## src/logic/sbc_cfg.svh

```systemverilog
`ifndef SBC_CFG_SVH
`define SBC_CFG_SVH
// What this block does
// RULE_01: Programmer sends the identification-check opcode as the first command byte.
// RULE_02: Bytes two to four carry the low, middle, high address of the first code byte.
// RULE_03: Fifth byte gives how many identification bytes follow; used as count.
// RULE_04: Identification bytes follow from the sixth byte in ascending order.
// RULE_05: On a non-blank array, any mismatching byte locks out later commands.
// RULE_06: Each identification element is one stored byte, compared byte by byte.
// RULE_07: Read check data returns the 16-bit value, low byte then high byte.
// RULE_08: Check value is a CRC over all page program data since initialisation.
// RULE_09: Programmer reads once, initialises, programs pages, then reads again.
// RULE_10: Baud commands echo their opcode first, and only then change speed.
// RULE_11: First baud opcode selects 9600 bits per second after the echo.
// RULE_12: Second baud opcode selects 19200 bits per second after the echo.
// RULE_13: Third baud opcode selects 38400 bits per second after the echo.
// RULE_14: Fourth baud opcode selects 57600 bits per second after the echo.
// RULE_15: Fifth baud opcode selects 115200 bits per second after the echo.
// RULE_16: A totally blank array accepts every command without an identification match.
// RULE_17: Page program is opcode, two address bytes, 256 data bytes feeding the CRC.
// RULE_18: CRC polynomial and seed are parameters, default CCITT with all-ones seed.
// RULE_19: Until matched on a non-blank array, other opcodes are dropped silently.

// ****************************************
// Opcodes
// ****************************************
`define SBC_OP_ID_CHECK 8'hF5
`define SBC_OP_READ_CHECK 8'hFD
`define SBC_OP_PAGE_PROG 8'h41
`define SBC_OP_BAUD_9600 8'hB0
`define SBC_OP_BAUD_19200 8'hB1
`define SBC_OP_BAUD_38400 8'hB2
`define SBC_OP_BAUD_57600 8'hB3
`define SBC_OP_BAUD_115200 8'hB4

// ****************************************
// Counts and reset values
// ****************************************
`define SBC_PAGE_BYTES 9'h100
`define SBC_ID_SLOTS 7
`define SBC_CRC_POLY 16'h1021
`define SBC_CRC_SEED 16'hFFFF
`define SBC_BAUD_RESET 3'h0
`endif

```

## src/logic/sbc_pkg.sv

```systemverilog
package sbc_pkg;
  // Link speed selection as driven to the serial port.
  typedef enum logic [2:0] {
    SBC_BAUD_9600 = 3'h0,
    SBC_BAUD_19200 = 3'h1,
    SBC_BAUD_38400 = 3'h2,
    SBC_BAUD_57600 = 3'h3,
    SBC_BAUD_115200 = 3'h4
  } sbc_baud_t;

  // Interpreter states, Gray coded in declaration order.
  typedef enum logic [3:0] {
    SBC_IDLE = 4'h0,
    SBC_ID_ADDR = 4'h1,
    SBC_ID_CNT = 4'h3,
    SBC_ID_DATA = 4'h2,
    SBC_PG_ADDR = 4'h6,
    SBC_PG_DATA = 4'h7,
    SBC_TX_LOW = 4'h5,
    SBC_TX_HIGH = 4'h4,
    SBC_BAUD_ECHO = 4'hC,
    SBC_BAUD_WAIT = 4'hD
  } sbc_state_t;
endpackage : sbc_pkg

```

## src/logic/sbc_core.sv

```systemverilog
`include "sbc_cfg.svh"

module sbc_core #(
  parameter logic [15:0] CRC_POLY = `SBC_CRC_POLY,
  parameter logic [15:0] CRC_SEED = `SBC_CRC_SEED
) (
  input wire logic CLOCK,
  input wire logic RST_N,
  input wire logic RX_VALID,
  input wire logic [7:0] RX_DATA,
  output logic RX_READY,
  output logic TX_VALID,
  output logic [7:0] TX_DATA,
  input wire logic TX_READY,
  input wire logic TX_DONE,
  input wire logic FLASH_BLANK,
  input wire logic [7:0] ID_STORED [0:`SBC_ID_SLOTS-1],
  input wire logic CRC_INIT,
  output logic [2:0] BAUD_SEL,
  output logic ID_OK,
  output logic PG_DATA_VALID,
  output logic [7:0] PG_DATA
);

  // ****************************************
  // CRC step function
  // ****************************************

  // One byte of MSB-first CRC, shared by the page data path.
  function automatic logic [15:0] sbc_crc8(input logic [15:0] c, input logic [7:0] d);
    logic [15:0] r;
    r = c;
    for (int i = 7; i >= 0; i--) begin
      if (r[15] ^ d[i]) begin
        r = {r[14:0], 1'b0} ^ CRC_POLY;
      end else begin
        r = {r[14:0], 1'b0};
      end
    end
    return r;
  endfunction

  // Baud opcode range check, used by the opcode decode in SBC_IDLE.
  function automatic logic sbc_is_baud(input logic [7:0] op);
    return (op >= `SBC_OP_BAUD_9600) && (op <= `SBC_OP_BAUD_115200);
  endfunction

  // ****************************************
  // Two-entry transmit buffer
  // ****************************************

  logic [7:0] buf_mem [0:1];
  logic buf_wp_reg;
  logic buf_rp_reg;
  logic [1:0] buf_cnt_reg;
  logic buf_push;
  logic buf_pop;
  logic [7:0] buf_din;
  wire buf_full = (buf_cnt_reg == 2'h2);
  wire buf_empty = (buf_cnt_reg == 2'h0);

  // A receiver stall fills the buffer, and a full buffer stalls the interpreter.
  assign buf_pop = TX_VALID && TX_READY;

  always_ff @(posedge CLOCK or negedge RST_N) begin
    if (!RST_N) begin
      buf_wp_reg <= 1'b0;
      buf_rp_reg <= 1'b0;
      buf_cnt_reg <= 2'h0;
    end else begin
      buf_wp_reg <= buf_wp_reg ^ buf_push;
      buf_rp_reg <= buf_rp_reg ^ buf_pop;
      buf_cnt_reg <= buf_cnt_reg + {1'b0, buf_push} - {1'b0, buf_pop};
    end
  end

  // Storage needs no reset; the count guards every read.
  always_ff @(posedge CLOCK) begin
    if (buf_push) begin
      buf_mem[buf_wp_reg] <= buf_din;
    end
  end

  // Output stage registered so the port comes from a flip-flop.
  always_ff @(posedge CLOCK or negedge RST_N) begin
    if (!RST_N) begin
      TX_VALID <= 1'b0;
      TX_DATA <= 8'h00;
    end else if (!TX_VALID || TX_READY) begin
      TX_VALID <= 1'b0;
      if (!buf_empty && !(TX_VALID && TX_READY && buf_cnt_reg == 2'h1)) begin
        TX_VALID <= 1'b1;
        TX_DATA <= buf_mem[buf_rp_reg ^ buf_pop];
      end
    end
  end

  // ****************************************
  // Interpreter state
  // ****************************************

  sbc_pkg::sbc_state_t state_reg, state_next;
  logic [2:0] cnt_reg, cnt_next;
  logic [8:0] pg_cnt_reg, pg_cnt_next;
  logic [7:0] id_len_reg, id_len_next;
  logic [7:0] id_idx_reg, id_idx_next;
  logic [7:0] op_reg, op_next;
  logic id_ok_reg, id_ok_next;
  logic id_bad_reg, id_bad_next;
  logic [15:0] crc_reg;
  logic [2:0] baud_reg, baud_next;

  wire rx_take = RX_VALID && RX_READY;
  // RULE_16 blank array opens
  wire unlocked = FLASH_BLANK || id_ok_reg;
  wire rx_can = (state_reg == sbc_pkg::SBC_IDLE) || (state_reg == sbc_pkg::SBC_ID_ADDR)
    || (state_reg == sbc_pkg::SBC_ID_CNT) || (state_reg == sbc_pkg::SBC_ID_DATA)
    || (state_reg == sbc_pkg::SBC_PG_ADDR) || (state_reg == sbc_pkg::SBC_PG_DATA);
  // RULE_06 byte-wise compare
  wire [7:0] id_ref = (id_idx_reg < `SBC_ID_SLOTS) ? ID_STORED[id_idx_reg[2:0]] : 8'h00;
  wire id_miss = (id_idx_reg >= `SBC_ID_SLOTS) || (RX_DATA != id_ref);

  // Decode of the next state from the byte stream.
  always_comb begin
    state_next = state_reg;
    cnt_next = cnt_reg;
    pg_cnt_next = pg_cnt_reg;
    id_len_next = id_len_reg;
    id_idx_next = id_idx_reg;
    op_next = op_reg;
    id_ok_next = id_ok_reg;
    id_bad_next = id_bad_reg;
    baud_next = baud_reg;
    buf_push = 1'b0;
    buf_din = 8'h00;
    case (state_reg)
      sbc_pkg::SBC_IDLE: begin
        if (rx_take) begin
          op_next = RX_DATA;
          cnt_next = 3'h0;
          // RULE_01 opcode first
          if (RX_DATA == `SBC_OP_ID_CHECK) begin
            state_next = sbc_pkg::SBC_ID_ADDR;
          // RULE_19 silent discard
          end else if (!unlocked) begin
            state_next = sbc_pkg::SBC_IDLE;
          end else if (RX_DATA == `SBC_OP_PAGE_PROG) begin
            state_next = sbc_pkg::SBC_PG_ADDR;
          end else if (RX_DATA == `SBC_OP_READ_CHECK) begin
            state_next = sbc_pkg::SBC_TX_LOW;
          end else if (sbc_is_baud(RX_DATA)) begin
            state_next = sbc_pkg::SBC_BAUD_ECHO;
          end
        end
      end
      sbc_pkg::SBC_ID_ADDR: begin
        // RULE_02 three address bytes
        if (rx_take) begin
          cnt_next = cnt_reg + 3'h1;
          if (cnt_reg == 3'h2) begin
            state_next = sbc_pkg::SBC_ID_CNT;
          end
        end
      end
      sbc_pkg::SBC_ID_CNT: begin
        // RULE_03 count byte
        if (rx_take) begin
          id_len_next = RX_DATA;
          id_idx_next = 8'h00;
          id_bad_next = 1'b0;
          if (RX_DATA == 8'h00) begin
            id_ok_next = 1'b1;
            state_next = sbc_pkg::SBC_IDLE;
          end else begin
            state_next = sbc_pkg::SBC_ID_DATA;
          end
        end
      end
      sbc_pkg::SBC_ID_DATA: begin
        // RULE_04 ascending code bytes
        if (rx_take) begin
          id_idx_next = id_idx_reg + 8'h01;
          if (id_idx_reg + 8'h01 == id_len_reg) begin
            // RULE_05 mismatch locks
            id_ok_next = !(id_bad_reg || id_miss);
            state_next = sbc_pkg::SBC_IDLE;
          end else begin
            id_bad_next = id_bad_reg || id_miss;
          end
        end
      end
      sbc_pkg::SBC_PG_ADDR: begin
        // RULE_17 two address bytes
        if (rx_take) begin
          cnt_next = cnt_reg + 3'h1;
          pg_cnt_next = 9'h000;
          if (cnt_reg == 3'h1) begin
            state_next = sbc_pkg::SBC_PG_DATA;
          end
        end
      end
      sbc_pkg::SBC_PG_DATA: begin
        if (rx_take) begin
          pg_cnt_next = pg_cnt_reg + 9'h001;
          if (pg_cnt_reg + 9'h001 == `SBC_PAGE_BYTES) begin
            state_next = sbc_pkg::SBC_IDLE;
          end
        end
      end
      sbc_pkg::SBC_TX_LOW: begin
        // RULE_07 low byte first
        if (!buf_full) begin
          buf_push = 1'b1;
          buf_din = crc_reg[7:0];
          state_next = sbc_pkg::SBC_TX_HIGH;
        end
      end
      sbc_pkg::SBC_TX_HIGH: begin
        if (!buf_full) begin
          buf_push = 1'b1;
          buf_din = crc_reg[15:8];
          state_next = sbc_pkg::SBC_IDLE;
        end
      end
      sbc_pkg::SBC_BAUD_ECHO: begin
        // RULE_10 echo before switch
        if (!buf_full) begin
          buf_push = 1'b1;
          buf_din = op_reg;
          state_next = sbc_pkg::SBC_BAUD_WAIT;
        end
      end
      sbc_pkg::SBC_BAUD_WAIT: begin
        // RULE_11 RULE_12 RULE_13 RULE_14 RULE_15 speed from opcode
        if (buf_empty && !TX_VALID && TX_DONE) begin
          baud_next = 3'(op_reg - `SBC_OP_BAUD_9600);
          state_next = sbc_pkg::SBC_IDLE;
        end
      end
      default: begin
        state_next = sbc_pkg::SBC_IDLE;
      end
    endcase
  end

  // State registers.
  always_ff @(posedge CLOCK or negedge RST_N) begin
    if (!RST_N) begin
      state_reg <= sbc_pkg::SBC_IDLE;
      cnt_reg <= 3'h0;
      pg_cnt_reg <= 9'h000;
      id_len_reg <= 8'h00;
      id_idx_reg <= 8'h00;
      op_reg <= 8'h00;
      id_ok_reg <= 1'b0;
      id_bad_reg <= 1'b0;
      baud_reg <= `SBC_BAUD_RESET;
    end else begin
      state_reg <= state_next;
      cnt_reg <= cnt_next;
      pg_cnt_reg <= pg_cnt_next;
      id_len_reg <= id_len_next;
      id_idx_reg <= id_idx_next;
      op_reg <= op_next;
      id_ok_reg <= id_ok_next;
      id_bad_reg <= id_bad_next;
      baud_reg <= baud_next;
    end
  end

  // RULE_08 RULE_18 CRC over page data
  // Initialise wins over a data byte; the programmer never overlaps them.
  always_ff @(posedge CLOCK or negedge RST_N) begin
    if (!RST_N) begin
      crc_reg <= CRC_SEED;
    end else if (CRC_INIT) begin
      crc_reg <= CRC_SEED;
    end else if (rx_take && state_reg == sbc_pkg::SBC_PG_DATA) begin
      crc_reg <= sbc_crc8(crc_reg, RX_DATA);
    end
  end

  // Registered outputs.
  always_ff @(posedge CLOCK or negedge RST_N) begin
    if (!RST_N) begin
      RX_READY <= 1'b0;
      BAUD_SEL <= `SBC_BAUD_RESET;
      ID_OK <= 1'b0;
      PG_DATA_VALID <= 1'b0;
      PG_DATA <= 8'h00;
    end else begin
      RX_READY <= rx_can && (state_next == state_reg || state_next == sbc_pkg::SBC_IDLE
        || state_next == sbc_pkg::SBC_ID_ADDR || state_next == sbc_pkg::SBC_ID_CNT
        || state_next == sbc_pkg::SBC_ID_DATA || state_next == sbc_pkg::SBC_PG_ADDR
        || state_next == sbc_pkg::SBC_PG_DATA);
      BAUD_SEL <= baud_next;
      ID_OK <= id_ok_next;
      PG_DATA_VALID <= rx_take && state_reg == sbc_pkg::SBC_PG_DATA;
      PG_DATA <= RX_DATA;
    end
  end

endmodule // sbc_core

```

## config.mk

```make
export PLATFORM = sky130hd
export DESIGN_NAME = sbc_core
export DESIGN_NICKNAME = d
export VERILOG_FILES = /design/src/logic/sbc_pkg.sv /design/src/logic/sbc_core.sv
export VERILOG_INCLUDE_DIRS = /design/src /design/src/logic
export SDC_FILE = /design/constraint.sdc
export NUM_CORES = 1
export LEC_CHECK = 0
export ABC_AREA = 1
export BUFFER_PORTS_ARGS = -buffer_cell sky130_fd_sc_hd__buf_2
export CORE_ASPECT_RATIO = 1.4
export CORE_MARGIN = 1.5
export CORE_UTILIZATION = 40
export DETAILED_ROUTE_END_ITERATION = 6
export PLACE_DENSITY_LB_ADDON = 0.1
export SYNTH_ARGS = -nofsm -noshare
export SYNTH_HDL_FRONTEND = slang
export SYNTH_SLANG_ARGS = --single-unit
```

## constraint.sdc

```tcl
create_clock -name CLOCK -period 2.6 [get_ports CLOCK]
set_input_delay 0.52 -clock CLOCK [delete_from_list [all_inputs] [get_ports CLOCK]]
set_output_delay 0.52 -clock CLOCK [all_outputs]
set_load 0.005 [all_outputs]
```

==> flow_metrics.env <==
export IMPL_insertedDiodeCount=0
export IMPL_drt_drc=0
export IMPL_path_common_cell="sky130_fd_sc_hd__nand2_1"
export IMPL_postLayoutCoreUtil_pct=48.0
export IMPL_grt_remaining_overflow=0
export IMPL_worst_setup_hold_path_clk_slew_ps=70
export IMPL_maxSlewHeadroom_pct=60.6
export IMPL_grt_pass1_wl_mm=26.7
export IMPL_vdd_drop_max_mv=0.518
export IMPL_highest_clock_rate_mhz=438
export IMPL_postCtsResizedCells=0
export IMPL_cts_buffer_depth=2
export IMPL_worst_hold_path_type="in2async"
export IMPL_post_drt_via_cell_ratio=5.14
export IMPL_wire_per_inst_um=15.1
export IMPL_yosysTopAreaCellShare_pct=29.1
export IMPL_syn_avg_cell_area_um2=7.67
export IMPL_synth_warnings=0
export IMPL_worst_path_largest_cell_delay_ps=520
export IMPL_synthFlopType="sky130_fd_sc_hd__dfrtp_1"
export IMPL_initial_drt_pass_iterations=4
export IMPL_reg2reg_slack_ps=320
export IMPL_clock_sink_count=100
export IMPL_synth_enable_flop_cells=16
export IMPL_cp_cell_sequence="ha_1, nand2_1, inv_1, nor4_2, nor2b_1, nand2_1, nor2_1, nand2_1, nor2_1, nand2_1, nand3b_1, nand2_1"
export IMPL_dr_total_vias=5447
export IMPL_finalSetupViolCount=0
export IMPL_final_max_slew_violation_count=0
export IMPL_ioPinCount=94
export IMPL_multi_input_area_um2=2770
export IMPL_share_of_the_clock_period_used_by_the_worst_path_after_layout_pct=87.8
export IMPL_worst_hold_slack_ps=139
export IMPL_timing_worst_slew_pin_value_ps=587
export IMPL_dp_hpwl_mm=12.5
export IMPL_cp_start_kind="flop"
export IMPL_clock_skew_ps=10.9
export IMPL_cts_setup_buffers=0
export IMPL_wirelength_mm=16.0
export IMPL_run_status="completed"
export IMPL_fraction_of_the_yosys_area_taken_by_sequential_cells_pct=44.5
export IMPL_clock_latency_ps=360
export IMPL_io_buffers=93
export IMPL_detailedRoute_firstIterationViolations=240
export IMPL_p_per_area_nw_per_um2=901
export IMPL_synthTopCellsByArea="sky130_fd_sc_hd__dfrtp_1 29%, sky130_fd_sc_hd__nand2_1 11%, sky130_fd_sc_hd__edfxtp_1 8.2%"
export IMPL_syn_inst_count=762
export IMPL_fillerInstances=1461
export IMPL_finalSetupTns_ps=0
export IMPL_ys_async_sr_fraction_pct=84.0
export IMPL_crit_arrival_ps=2530
export IMPL_setup_repair_after_global_routing_missed_its_margin="false"
export IMPL_timing_max_cap_violations=0
export IMPL_die_height_um=146
export IMPL_drt_antenna_violating_nets=0
export IMPL_crit_path_buf_inv_count=1
export IMPL_post_synth_num_cell_types=46
export IMPL_synth_seq_cells=100
export IMPL_tritoncts="done"
export IMPL_die_width_um=105
export IMPL_syn_num_nets=844
export IMPL_clock_tree_htree_level_count=3
export IMPL_finish_net_count=948
export IMPL_grt_util_all_layers_pct=21.8
export IMPL_first_global_vias=5476
export IMPL_mappedNetlistArea_um2=5840
export IMPL_post_route_cells_drive_above_1_share_pct=18.8
export IMPL_most_common_cell_after_layout_fill_and_taps_aside="sky130_fd_sc_hd__nand2_1"
export IMPL_gpl_final_weighted_congestion=0.873
export IMPL_grt_antenna_before_repair=0
export IMPL_static_leakage_power_uw=0.00331
export IMPL_finalHoldViolations=0
export IMPL_final_period_minus_worst_setup_slack_ps=2280
export IMPL_synth_top_area_cell="sky130_fd_sc_hd__dfrtp_1"
export IMPL_dieArea_um2=15300
export IMPL_timing_critical_path_fanout_max=6
export IMPL_worstSetupEndpointType="flop"
export IMPL_cts_hold_fix_buffers=0
export IMPL_cts_made_buffers=9
export IMPL_worst_path_dominant_cell_family="simple AND/OR/NAND/NOR gates"
export IMPL_largest_net_degree_at_the_start_of_global_routing=37
export IMPL_fp_row_count=52
export IMPL_ws_path_type="reg2reg"
export IMPL_timing_critical_path_required_ps=2840
export IMPL_area_growth_synth_to_final_pct=18.2
export IMPL_mostFrequentLayoutCells="175 x sky130_fd_sc_hd__nand2_1, 94 x sky130_fd_sc_hd__nor2_1, 92 x sky130_fd_sc_hd__buf_2"
export IMPL_start_util_pct=40.6
export IMPL_cp_slowest_cell="sky130_fd_sc_hd__nor4_2"
export IMPL_layout_area_seq_um2=2600
export IMPL_buffer_cell_driving_the_clock_tree_root="sky130_fd_sc_hd__clkbuf_16"
export IMPL_coreArea_um2=14400
-- through the flow --
| step | setup slack [ps] | cell area, µm² | std cells | total power (µW) |
|---|---|---|---|---|
| after floorplan | 500 | 5840 | 762 | 4050 |
| after global placement | 322 | 6600 | 1044 | 4820 |
| after detailed placement | 284 | 6600 | 1044 | 4870 |
| after CTS | 276 | 6900 | 1060 | 6280 |
| after global routing | 100 | 6900 | 1060 | 6740 |
| final | 316 | 6900 | 1060 | 6220 |
-- worst paths after layout --
path,start,end,cells after the start
worst max-delay path,id_idx_reg[0],id_bad_reg,12
min in group CLOCK,RX_DATA[7],PG_DATA[7],1
max in group asynchronous,RST_N,crc_reg[12],2
worst max register to register,id_idx_reg[0],id_bad_reg,12
worst min-delay path,RST_N,PG_DATA_VALID,1
worst min register to register,TX_DATA[3],TX_DATA[3],2
-- layout make-up --
type | count | share of cell area [%]
Tap cell | 189 | 3.43
Timing Repair Buffer | 112 | 9.03
Multi-Input combinational cell | 546 | 40.1
Clock inverter | 5 | 0.743
Inverter | 97 | 5.31
Clock buffer | 11 | 3.68
Sequential cell | 100 | 37.7
-- Yosys cell counts, drive strengths merged, types with 11 or more instances --
library cell	n
nand2	178
nor2	99
inv	95
o21ai	89
dfrtp	68
nand3	54
a21oi	18
dfstp	16
edfxtp	16
xnor2	15
buf	12
o211ai	12
o22ai	12
ha	11
nand4	11
-- cell families after synthesis --
logic type      synth area share, %
compound gates                 14.9
xor+xnor                       3.60
fa+ha+maj                      2.36
buf+inv                        8.05
flops                          44.5
mux                           0.193
simple gates                   26.4
-- routing by layer --
layer  routed length (µm)  track usage [%]  vias up
met5                    0                0        -
met4                  677             10.3        0
met3                  584             3.54       42
met2                 8340             40.4      143
met1                 6370             24.0     2542
li1                     -                -     2720
-- where the power goes --
part	leakage (µW)	switching, µW	internal [µW]
registers	0.00116	327	1970
clock network	0.000150	674	731
logic	0.00200	1580	944
Power figures use the tool's default switching activity.
